[src/shared/boost_seq_pkg.sv]
// Constants and types for the boost start-up and fault sequencer.
// Assumes a single 200 MHz system clock; all timing derives from it.
package boost_seq_pkg;
  localparam int unsigned MCLK_HZ = 200_000_000;
  localparam int unsigned OSC_HZ = 1_000_000;
  // Internal oscillator tick divider
  localparam int unsigned OSC_DIV = MCLK_HZ / OSC_HZ;
  // State times in microseconds
  localparam int unsigned SOFT_STATE_US = 2048;
  localparam int unsigned SWITCH_EN_US = 128;
  // Oscillator ticks per state, one tick per microsecond at 1 MHz
  localparam int unsigned SOFT_STATE_TICKS = SOFT_STATE_US * OSC_HZ / 1_000_000;
  localparam int unsigned SWITCH_EN_TICKS = SWITCH_EN_US * OSC_HZ / 1_000_000;
  // Sync detector: edge gap must be shorter than one 300 kHz period
  localparam int unsigned SYNC_MIN_HZ = 300_000;
  localparam int unsigned SYNC_MAX_GAP = MCLK_HZ / SYNC_MIN_HZ;
  // Minimum switch off-time in ns and its cycle count
  localparam int unsigned MIN_OFF_NS = 50;
  localparam int unsigned MIN_OFF_CYC = (MIN_OFF_NS * (MCLK_HZ / 1_000_000) + 999) / 1000;
  localparam int unsigned TICK_W = 12;
  localparam int unsigned GAP_W = 10;
  localparam int unsigned DIV_W = 8;
  // Current limit codes
  localparam logic [2:0] LIM_OFF = 3'h0;
  localparam logic [2:0] LIM_25 = 3'h1;
  localparam logic [2:0] LIM_50 = 3'h2;
  localparam logic [2:0] LIM_75 = 3'h3;
  localparam logic [2:0] LIM_100 = 3'h4;

  typedef enum logic [2:0] {
    ST_OFF = 3'b000,
    ST_INRUSH = 3'b001,
    ST_SWITCH_EN = 3'b010,
    ST_BOOST25 = 3'b011,
    ST_BOOST50 = 3'b100,
    ST_BOOST75 = 3'b101,
    ST_NORMAL = 3'b110,
    ST_FAULT_WAIT = 3'b111
  } seq_state_t;
endpackage

[src/design/switch_timer.sv]
// Switching period generator: internal 1 MHz oscillator or external sync falling edges.
// Assumes sync input is synchronous to i_mclk; handles detector, max duty and skip.
`timescale 1ns/1ps
`default_nettype none
module switch_timer (
  input wire logic i_mclk,
  input wire logic i_rst,
  input wire logic i_run,
  input wire logic i_sync_clock_input,
  input wire logic i_pwm_request,
  input wire logic i_skip,
  output logic o_osc_tick,
  output logic o_ext_sync,
  output logic o_switch_node_driver
);
  typedef struct packed {
    logic [boost_seq_pkg::DIV_W-1:0] div;
    logic [boost_seq_pkg::GAP_W-1:0] gap;
    logic sync_d;
    logic ext;
    logic tick;
    // Full gap width, so a slow sync period is not cut short
    logic [boost_seq_pkg::GAP_W-1:0] period;
    logic [boost_seq_pkg::GAP_W-1:0] phase;
    logic drv;
  } tmr_t;
  tmr_t s_r;
  tmr_t s_nxt;
  logic fall;
  logic start;
  always_comb begin
    s_nxt = s_r;
    fall = s_r.sync_d & ~i_sync_clock_input;
    s_nxt.sync_d = i_sync_clock_input;
    s_nxt.tick = 1'b0;
    // Free-running oscillator, also times the sequencer
    if (s_r.div == boost_seq_pkg::DIV_W'(boost_seq_pkg::OSC_DIV - 1)) begin
      s_nxt.div = '0;
      s_nxt.tick = 1'b1;
    end else begin
      s_nxt.div = s_r.div + 1'b1;
    end
    // Frequency detector: lock when falling edges come faster than 300 kHz
    if (fall) begin
      s_nxt.gap = '0;
      s_nxt.ext = (s_r.gap < boost_seq_pkg::GAP_W'(boost_seq_pkg::SYNC_MAX_GAP));
      s_nxt.period = s_r.gap;
    end else if (s_r.gap == boost_seq_pkg::GAP_W'(boost_seq_pkg::SYNC_MAX_GAP)) begin
      s_nxt.ext = 1'b0;
    end else begin
      s_nxt.gap = s_r.gap + 1'b1;
    end
    // Period start: sync falling edge when locked, else oscillator
    start = s_r.ext ? fall : s_r.tick;
    if (start) begin
      s_nxt.phase = '0;
    end else if (s_r.phase != '1) begin
      s_nxt.phase = s_r.phase + 1'b1;
    end
    // Max duty: driver forced off within min off-time before period end
    if (!i_run || i_skip) begin
      s_nxt.drv = 1'b0;
    end else if (start) begin
      s_nxt.drv = i_pwm_request;
    end else if (!i_pwm_request || (s_r.ext ?
        s_r.phase + boost_seq_pkg::GAP_W'(boost_seq_pkg::MIN_OFF_CYC) >= s_r.period :
        s_r.div >= boost_seq_pkg::DIV_W'(boost_seq_pkg::OSC_DIV - boost_seq_pkg::MIN_OFF_CYC)))
        begin
      s_nxt.drv = 1'b0;
    end
  end
  always_ff @(posedge i_mclk) begin
    if (i_rst) begin
      s_r <= '0;
      s_r.sync_d <= 1'b1;
    end else begin
      s_r <= s_nxt;
    end
  end
  assign o_osc_tick = s_r.tick;
  assign o_ext_sync = s_r.ext;
  assign o_switch_node_driver = s_r.drv;
endmodule
`default_nettype wire

[src/design/boost_startup_fault_sequencer.sv]
// Top of the boost start-up sequencer with fault control.
// Assumes comparator inputs are synchronous, hysteresis levels given as separate flags.
`timescale 1ns/1ps
`default_nettype none
module boost_startup_fault_sequencer #(
  parameter int unsigned SOFT_TICKS = boost_seq_pkg::SOFT_STATE_TICKS,
  parameter int unsigned SWITCH_TICKS = boost_seq_pkg::SWITCH_EN_TICKS
) (
  input wire logic i_mclk,
  input wire logic i_rst,
  input wire logic i_enable_low_input,
  input wire logic i_sync_clock_input,
  input wire logic i_supply_below_off,
  input wire logic i_supply_above_on,
  input wire logic i_switch_overcurrent,
  input wire logic i_output_overvoltage,
  input wire logic i_output_recovered,
  input wire logic i_temp_shutdown,
  input wire logic i_temp_recovered,
  input wire logic i_feedback_input,
  input wire logic i_pwm_request,
  output logic o_switch_current_source,
  output logic o_input_disconnect_switch,
  output logic o_switch_node_driver,
  output logic [2:0] o_current_limit,
  output logic o_ext_sync,
  output logic o_active
);
  typedef struct packed {
    boost_seq_pkg::seq_state_t st;
    logic [boost_seq_pkg::TICK_W-1:0] ticks;
    logic uv_hold;
    logic ov_hold;
    logic ot_hold;
    logic src;
    logic sw;
    logic [2:0] lim;
  } seq_t;
  seq_t s_r;
  seq_t s_nxt;
  logic osc_tick;
  logic run;
  logic fault_off;
  logic restart_now;
  logic hold_any;
  logic done_soft;
  logic done_sw;

  switch_timer u_timer (
    .i_mclk(i_mclk),
    .i_rst(i_rst),
    .i_run(run),
    .i_sync_clock_input(i_sync_clock_input),
    .i_pwm_request(i_pwm_request),
    .i_skip(i_feedback_input),
    .o_osc_tick(osc_tick),
    .o_ext_sync(o_ext_sync),
    .o_switch_node_driver(o_switch_node_driver)
  );

  always_comb begin
    s_nxt = s_r;
    fault_off = i_supply_below_off | i_output_overvoltage | i_temp_shutdown;
    restart_now = i_switch_overcurrent;
    done_soft = osc_tick &&
        (s_r.ticks == boost_seq_pkg::TICK_W'(SOFT_TICKS - 1));
    done_sw = osc_tick &&
        (s_r.ticks == boost_seq_pkg::TICK_W'(SWITCH_TICKS - 1));
    // Hold flags: a new fault wins over its own recovery
    if (i_supply_below_off) begin
      s_nxt.uv_hold = 1'b1;
    end else if (i_supply_above_on) begin
      s_nxt.uv_hold = 1'b0;
    end
    if (i_output_overvoltage) begin
      s_nxt.ov_hold = 1'b1;
    end else if (i_output_recovered) begin
      s_nxt.ov_hold = 1'b0;
    end
    if (i_temp_shutdown) begin
      s_nxt.ot_hold = 1'b1;
    end else if (i_temp_recovered) begin
      s_nxt.ot_hold = 1'b0;
    end
    hold_any = s_nxt.uv_hold | s_nxt.ov_hold | s_nxt.ot_hold;
    if (osc_tick) begin
      s_nxt.ticks = s_r.ticks + 1'b1;
    end
    if (i_enable_low_input) begin
      // Disabled: hold flags cleared too so re-enable starts clean
      s_nxt.st = boost_seq_pkg::ST_OFF;
      s_nxt.ticks = '0;
    end else if (fault_off || (s_r.st == boost_seq_pkg::ST_FAULT_WAIT && hold_any)) begin
      s_nxt.st = boost_seq_pkg::ST_FAULT_WAIT;
      s_nxt.ticks = '0;
    end else if (restart_now) begin
      s_nxt.st = boost_seq_pkg::ST_INRUSH;
      s_nxt.ticks = '0;
    end else begin
      unique case (s_r.st)
        boost_seq_pkg::ST_OFF, boost_seq_pkg::ST_FAULT_WAIT: begin
          s_nxt.st = hold_any ? boost_seq_pkg::ST_FAULT_WAIT : boost_seq_pkg::ST_INRUSH;
          s_nxt.ticks = '0;
        end
        boost_seq_pkg::ST_INRUSH: begin
          if (done_soft) begin
            s_nxt.st = boost_seq_pkg::ST_SWITCH_EN;
            s_nxt.ticks = '0;
          end
        end
        boost_seq_pkg::ST_SWITCH_EN: begin
          if (done_sw) begin
            s_nxt.st = boost_seq_pkg::ST_BOOST25;
            s_nxt.ticks = '0;
          end
        end
        boost_seq_pkg::ST_BOOST25: begin
          if (done_soft) begin
            s_nxt.st = boost_seq_pkg::ST_BOOST50;
            s_nxt.ticks = '0;
          end
        end
        boost_seq_pkg::ST_BOOST50: begin
          if (done_soft) begin
            s_nxt.st = boost_seq_pkg::ST_BOOST75;
            s_nxt.ticks = '0;
          end
        end
        boost_seq_pkg::ST_BOOST75: begin
          if (done_soft) begin
            s_nxt.st = boost_seq_pkg::ST_NORMAL;
            s_nxt.ticks = '0;
          end
        end
        boost_seq_pkg::ST_NORMAL: begin
          s_nxt.st = boost_seq_pkg::ST_NORMAL;
          s_nxt.ticks = '0;
        end
      endcase
    end
    if (i_enable_low_input) begin
      s_nxt.uv_hold = 1'b0;
      s_nxt.ov_hold = 1'b0;
      s_nxt.ot_hold = 1'b0;
    end
    // Registered outputs decoded from the next state
    s_nxt.src = (s_nxt.st == boost_seq_pkg::ST_INRUSH);
    s_nxt.sw = (s_nxt.st == boost_seq_pkg::ST_SWITCH_EN) ||
        (s_nxt.st == boost_seq_pkg::ST_BOOST25) || (s_nxt.st == boost_seq_pkg::ST_BOOST50) ||
        (s_nxt.st == boost_seq_pkg::ST_BOOST75) || (s_nxt.st == boost_seq_pkg::ST_NORMAL);
    unique case (s_nxt.st)
      boost_seq_pkg::ST_BOOST25: s_nxt.lim = boost_seq_pkg::LIM_25;
      boost_seq_pkg::ST_BOOST50: s_nxt.lim = boost_seq_pkg::LIM_50;
      boost_seq_pkg::ST_BOOST75: s_nxt.lim = boost_seq_pkg::LIM_75;
      boost_seq_pkg::ST_NORMAL: s_nxt.lim = boost_seq_pkg::LIM_100;
      default: s_nxt.lim = boost_seq_pkg::LIM_OFF;
    endcase
  end

  always_ff @(posedge i_mclk) begin
    if (i_rst) begin
      s_r <= '0;
    end else begin
      s_r <= s_nxt;
    end
  end

  // From the next state, so the driver drops in the same cycle as the limit
  assign run = (s_nxt.lim != boost_seq_pkg::LIM_OFF);
  assign o_switch_current_source = s_r.src;
  assign o_input_disconnect_switch = s_r.sw;
  assign o_current_limit = s_r.lim;
  assign o_active = (s_r.st != boost_seq_pkg::ST_OFF) &&
      (s_r.st != boost_seq_pkg::ST_FAULT_WAIT);
endmodule
`default_nettype wire

[config.mk]
export PLATFORM = sky130hd
export DESIGN_NAME = boost_startup_fault_sequencer
export DESIGN_NICKNAME = d
export VERILOG_FILES = /design/src/shared/boost_seq_pkg.sv /design/src/design/switch_timer.sv /design/src/design/boost_startup_fault_sequencer.sv
export SDC_FILE = /design/constraint.sdc
export NUM_CORES = 1
export LEC_CHECK = 0
export BUFFER_PORTS_ARGS = -buffer_cell sky130_fd_sc_hd__buf_2
export CORE_UTILIZATION = 54
export CTS_CLUSTER_DIAMETER = 120
export CTS_CLUSTER_SIZE = 40
export DETAILED_ROUTE_END_ITERATION = 10
export PLACE_DENSITY = 0.76
export RECOVER_POWER = 50
export SYNTH_ARGS = -nofsm -noshare
export SYNTH_HDL_FRONTEND = slang
export SYNTH_HIERARCHICAL = 1
export SYNTH_SLANG_ARGS = --single-unit
[constraint.sdc]
create_clock -name i_mclk -period 2.98 [get_ports i_mclk]
set_clock_uncertainty 0.2 [all_clocks]
set_input_delay 0.298 -clock i_mclk [delete_from_list [all_inputs] [get_ports i_mclk]]
set_output_delay 0.298 -clock i_mclk [all_outputs]
set_load 0.005 [all_outputs]
==> impl_results.md, run 1 <==
- Number of DRC markers in iteration 0: 121
- Netlist cell types: 55
- Crit path kind: register to register
- Vias per inst: 5.64
- DR WL/cell: 13.6 microns
- Initial Util: 56.6%
- Post-synth top area cell: dfxtp_1
- Status: finished, final reports clean
- Synth Register Bits: 65
- Vias in the first global route: 2,618
- Critical Path Source Type: register
- Global-route congestion overflow total: 0
- Slew margin rel.: 67.0%
- Fin. Hold Viols: 0
- Max-slew violations: 0
- Row count: 28
- GRT Total Usage: 23.2%
- CTS max path bufs: 2
- Io pins: 21
- Port bufs: 20
- Cells after DPL: 489
- CP cell instances: nand4_4 -> nor4_4 -> buf_4 -> mux2i_1 -> o2111ai_2 -> a21bo_1 -> a21oi_2 -> nor4bb_4 -> o211ai_1 -> a211o_1 -> nand2_1
- Sequential area share after synthesis: 38.6%
- FMAX: 0.349 GHz
- Post-DP HPWL: 4870 microns
- Die Y-Extent: 81.0 microns
- Final Power: 1.82 mW
- Clk Latency, worst-skew pair: 350 ps
- # clock sinks: 65
- Number of flops mapped to enable cells by yosys: 0
- Power Density: 474 nW/um^2
- Ys async rst share: 0%
- DP Area: 3570 sq um
- Net count after synthesis: 430
- Max Cap Viol: 0
- Setup violators final: 0
- Final core occ: 64.5%
- Crit-path max cell delay: 420 ps
- Min cycle time layout: 2860 ps
- Synth Area per Inst: 8.42 sq um
- Crit-path max FO: 8
- Worst-path clk slew: 70 ps
- Worst Hold Class: input port to register
- Final GP Congestion: 0.986
- Area of the core: 5960 sq um
- Worst EP required: 3070 ps
- Die W: 81.0 microns
- Number of fill cells: 506
- Layout cells sized above 1: 13.3%
- Synth top area share: 38.6%
- Final Cell Area: 3840 sq um
- Leak: 1.49 nW
- CTS root buffer: clkbuf_8
- Fin Hold WS: 83.9 ps
- Place WS: -159 ps
- Initial antenna violation count: 0
- Crit-path slowest cell: dfxtp_1
- CP arrival: 2960 ps
- 1st-pass router iterations: 4
- CTS tree: built
- First-pass GRT wire length: 11,700 microns
- ANT nets after route: 0
- Finished Layout Cells: 510
- Setup TNS: 0 ps
- Vias: 2,875
- Diodes inserted: 0
- Synthesized instance count: 400
- Area contributors post-synth: dfxtp_1 (39%), ha_1 (6.3%), nor2_1 (5.7%)
- Cell Area, Synth: 3370 sq um
- Die ar.: 6560 sq um
- Worst-Margin Slew: 492 ps
- Period utilisation layout: 96.1%
- Cts bufs inserted: 9
- Peak supply drop: 0.000251 V
- Min setup slack post-route: 117 ps
- Largest net degree at the start of global routing: 24
- Fin nets: 460
- Yosys Warn Count: 6
- Area Growth Syn to Fin: 14.1%
- Final wirelength: 6950 microns
- H-Tree Depth: 3
- Most used DFF post-synth: dfxtp_1
- Drt drc: 0
- Critical Path End Type: register
synthesized netlist by cell type, types with 2 or more instances:
library cell   n
a211o_1        3
nor4_1         6
nor2b_1        6
nand2_1       37
o21bai_1       3
mux2i_1        3
and4_1         4
o21ai_0        5
or4_1          2
o211ai_1       2
o31ai_1        2
or3_1          2
o21a_1         2
xnor2_1       16
nand4_1       13
buf_4          4
nand2b_1       8
xor2_1        18
nand3b_1       2
nand3_1       16
a21o_1         3
a31oi_1        6
ha_1          17
clkbuf_1       9
a21oi_1       24
or2_2          3
buf_2          6
nor3_1        10
and3_1         5
inv_1         21
dfxtp_1       65
nor2_1        51
a211oi_1       4
worst paths after layout:
kind                    start                      endpoint  slack (ps)  cells past startpoint
max                   s_r[11]  u_timer/o_switch_node_driver         120                     11
min          i_feedback_input  u_timer/o_switch_node_driver          80                      4
max reg2reg           s_r[11]  u_timer/o_switch_node_driver         120                     11
min reg2reg   u_timer/s_r[16]               u_timer/s_r[16]         250                      2
flip-flops by register name, summed over array words and instances (netlist names):
| register | flops |
|---|---|
| o_current_limit | 3 |
| o_input_disconnect_switch | 1 |
| o_switch_current_source | 1 |
| s_r | 18 |
| u_timer/o_ext_sync | 1 |
| u_timer/o_osc_tick | 1 |
| u_timer/o_switch_node_driver | 1 |
| u_timer/s_r | 39 |
area by class of cell:
class	count	area, sq um	share of cell area [%]
flip-flops and latches	65	1300	33.9
clock inverters	2	35.0	0.911
multi-input cells	294	1920	50.0
repair buffers	39	239	6.22
clock buffers	14	173	4.49
inverters	21	78.8	2.05
well taps	75	93.8	2.44
layer usage:
| metal | global-route usage [%] | vias up | routed length [microns] |
|---|---|---|---|
| li1 | - | 1458 | - |
| met1 | 29.1 | 1343 | 3240 |
| met2 | 37.2 | 60 | 3290 |
| met3 | 5.73 | 14 | 274 |
| met4 | 10.9 | 0 | 155 |
| met5 | 0 | - | 0 |
what timing repair did:
action,4_1_cts,5_1_grt
gates cloned,0,0
pin swaps,1,1
setup buffers,1,0
endpoints found under the setup margin,1,1
gates resized for setup,2,6
endpoints found under the hold margin,5,0
hold buffers,4,0
critical path: cells and delay by family, from the launching register on:
kind / cells / cell delay, ps
buffers and inverters: 1 / 200
multiplexers: 1 / 240
AND/OR/NAND/NOR: 4 / 730
AO/OA/AOI/OAI: 5 / 1010
flip-flops: 1 / 420
layout by cell type (no fill, tap or decap), types with 3 or more instances in the layout:
master         netlist  layout
a21oi_1             24      23
o21bai_1             3       3
dfxtp_1             65      64
and3_1               5       5
nand2b_1             8       8
buf_4                4      14
buf_2                6      12
or2_2                3       3
nor3_1              10      11
a211o_1              3       3
xnor2_1             16      16
nand2_1             37      37
a21o_1               3       3
a211oi_1             4       4
xor2_1              18      18
clkbuf_1             9      11
mux2i_1              3       3
dlygate4sd3_1        0       4
inv_1               21      21
a31oi_1              6       6
nand4_1             13      13
nor2b_1              6       6
nor2_1              51      51
clkbuf_8             0      12
o21ai_0              5       5
and4_1               4       4
ha_1                17      17
nor4_1               6       4
nand3_1             16      15
cells by family after synthesis:
logic type      count (synthesis)  share of synthesized area, %
simple gates                  174                          27.0
compound gates                 65                          12.7
flops                          65                          38.6
buf+inv                        41                          5.24
xor+xnor                       34                          8.84
fa+ha+maj                      17                          6.31
mux                             4                          1.23
where the power goes:
group / internal [mW] / switching (mW)
clock network: 0.454 / 0.325
logic: 0.0620 / 0.0787
registers: 0.886 / 0.0174
total: 1.40 / 0.421
Note: power is estimated with default switching activity, not from simulation.
==> run 2, diff against run 1 <==
--- a/config.mk
+++ b/config.mk
@@ -5,12 +5,13 @@
 export SDC_FILE = /design/constraint.sdc
 export NUM_CORES = 1
 export LEC_CHECK = 0
+export ABC_AREA = 1
 export BUFFER_PORTS_ARGS = -buffer_cell sky130_fd_sc_hd__buf_2
-export CORE_UTILIZATION = 54
+export CORE_UTILIZATION = 55
 export CTS_CLUSTER_DIAMETER = 120
 export CTS_CLUSTER_SIZE = 40
 export DETAILED_ROUTE_END_ITERATION = 10
-export PLACE_DENSITY = 0.76
+export PLACE_DENSITY = 0.77
 export RECOVER_POWER = 50
 export SYNTH_ARGS = -nofsm -noshare
 export SYNTH_HDL_FRONTEND = slang
==> run 2 against run 1 <==
  * Combinational power increased by 9%
  * Fmax increased by 14%
  * Critical path type unchanged
  * Routed wire length rose by 3.5%
  * Cell area is 0.68% higher
  * Critical path depth grew 3
  * Sequential power up 0.6%
  * Critical endpoint unchanged
==> impl_results.md, run 2 <==
- Status: finished, final reports clean
- Netlist cell types: 39
- Switching power: 0.455 mW
- Area contributors post-synth: dfxtp_1 (37%), nand2_1 (10%), inv_1 (7.9%)
- Worst-Margin Slew: 627 ps
- Cell Area, Synth: 3550 sq um
- Vias: 3,119
- Synth Area per Inst: 7.15 sq um
- Synthesized instance count: 496
- Crit-path max cell delay: 450 ps
- Die Y-Extent: 82.3 microns
- Largest net degree at the start of global routing: 20
- Seq pwr share: 51.0%
- Critical Path Source Type: register
- Cts bufs inserted: 9
- Final GP Congestion: 0.849
- Yosys Warn Count: 6
- Diodes inserted: 0
- Most used DFF post-synth: dfxtp_1
- Critical Path End Type: register
- Setup violators final: 0
- Worst EP required: 3050 ps
- Top delay family on crit path: simple AND/OR/NAND/NOR gates
- Max FFs per register: 39
- Int Power: 1.33 mW
- Io pins: 21
- Most flops, register: u_timer/s_r
- Initial Util: 58.5%
- DR WL/cell: 12.0 microns
- Initial antenna violation count: 0
- Synth top area share: 36.7%
- FMAX: 0.398 GHz
- Setup bufs post-CTS: 0
- Clk Latency, worst-skew pair: 340 ps
- Crit path kind: register to register
- Clock share of power: 40.4%
- DR WL met2: 3540 microns
- # clock sinks: 65
- First-pass GRT wire length: 12,300 microns
- Max Cap Viol: 0
- H-Tree Depth: 3
- Vias in the first global route: 2,905
- Max-slew violations: 0
- CTS max path bufs: 2
- Net count after synthesis: 526
- Synth Register Bits: 65
- 1st-pass router iterations: 4
- Area Growth Syn to Fin: 9.14%
- Drt drc: 0
- Peak supply drop: 0.000494 V
- Crit-path max FO: 6
- Row count: 28
- Sequential area share after synthesis: 36.7%
- Setup TNS: 0 ps
- GRT Total Usage: 23.9%
- RSZ-0062 raised after global routing: false
- Worst path bufs/invs: 2
- Post-synth top area cell: dfxtp_1
- Metal-1 WL: 3330 microns
- Period utilisation layout: 84.4%
- CTS tree: built
- Number of DRC markers in iteration 0: 182
- Post-DP HPWL: 5360 microns
- Slew margin rel.: 58.2%
- Logic pwr share: 8.6%
- Worst-path clk slew: 70 ps
- Area of the core: 6060 sq um
- Die W: 82.3 microns
- Fin nets: 551
- CP arrival: 2580 ps
- Met3 routed WL: 225 microns
- Worst Hold Class: input port to register
- Global-route congestion overflow total: 0
- Final wirelength: 7200 microns
- Most instantiated library cell after synthesis: nand2_1
- Die ar.: 6770 sq um
- Fin. Hold Viols: 0
- Port bufs: 20
- Commonest non-fill, non-tap cell in the layout: nand2_1
- Layout cells sized above 1: 14.1%
- Ys async rst share: 0%
- Number of flops mapped to enable cells by yosys: 0
- CP cell instances: ha_1 -> nor2_1 -> nor2_1 -> inv_1 -> nor2_1 -> xor2_1 -> ha_1 -> nand2_1 -> inv_1 -> a21oi_1 -> nand4_1 -> nand2_1 -> nand2_1 -> a21oi_1
- Fin Hold WS: 29.1 ps
- Vias per inst: 5.20
- CTS root buffer: clkbuf_8
- ANT nets after route: 0
- Switching share of power: 25.5%
- Post-synth top cells: nand2_1 (98), inv_1 (75), dfxtp_1 (65)
- Top Layer Used: met4
- Min cycle time layout: 2520 ps
- Leak: 1.63 nW
- Power Density: 461 nW/um^2
- Commonest non-fill, non-tap cells in the layout: nand2_1 (99), inv_1 (76), dfxtp_1 (65)
- Crit-path slowest cell: dfxtp_1
[run 2: worst paths after layout]
kind,cells after the start,slack [ps],start,endpoint
setup / recovery,14,460,u_timer/s_r[3],u_timer/o_switch_node_driver
hold / removal,3,30,i_output_overvoltage,s_r[6]
hold reg to reg,2,260,u_timer/s_r[19],u_timer/s_r[19]
setup reg to reg,14,460,u_timer/s_r[3],u_timer/o_switch_node_driver
[run 2: final cells by class]
class                      count  area, sq um
tap                           75         93.8
inverter                      84          315
fill                         557         2190
multi-input combinational    340         1870
sequential                    65         1300
clock inverter                 5         57.6
timing repair buffer          21          101
clock buffer                  10          128
[run 2: routing by layer]
layer,track usage (%),up-vias
li1,-,1638
met1,27.5,1419
met2,42.1,49
met3,7.03,13
met4,7.89,0
met5,0,-
[run 2: through the flow]
step           setup WS, ps  std cells  instance area, sq um  util (%)  power [mW]
6_report                465        600                  3870      63.9        1.78
5_1_grt                 258        600                  3870      63.9        1.86
4_1_cts                 456        600                  3890      64.1        1.81
3_5_place_dp            498        584                  3690      60.9        1.08
3_3_place_gp            621        584                  3690      60.9        1.08
2_1_floorplan           758        496                  3550         -        1.04
[run 2: timing repair]
item,CTS,global route
hold endpoints to repair,1,0
resized for setup,0,0
hold buffers,1,0
endpoints found under the setup margin,0,0
[run 2: cell families after synthesis]
group / synth area share, %
flops: 36.7
buf+inv: 10.3
xor+xnor: 3.21
simple gates: 31.6
fa+ha+maj: 6.00
compound gates: 12.2
[run 2: tightest hold or removal path: stages]
cell and delay [ps]:
buf_2 110, inv_2 50, a21oi_1 60
[run 2: power groups by stage]
stage	logic [mW]	registers, mW	clock network, mW
CTS	0.156	0.909	0.741
floorplan	0.114	0.925	0
global placement	0.147	0.928	0
finish	0.153	0.909	0.721
detailed placement	0.154	0.929	0
global route	0.178	0.912	0.773
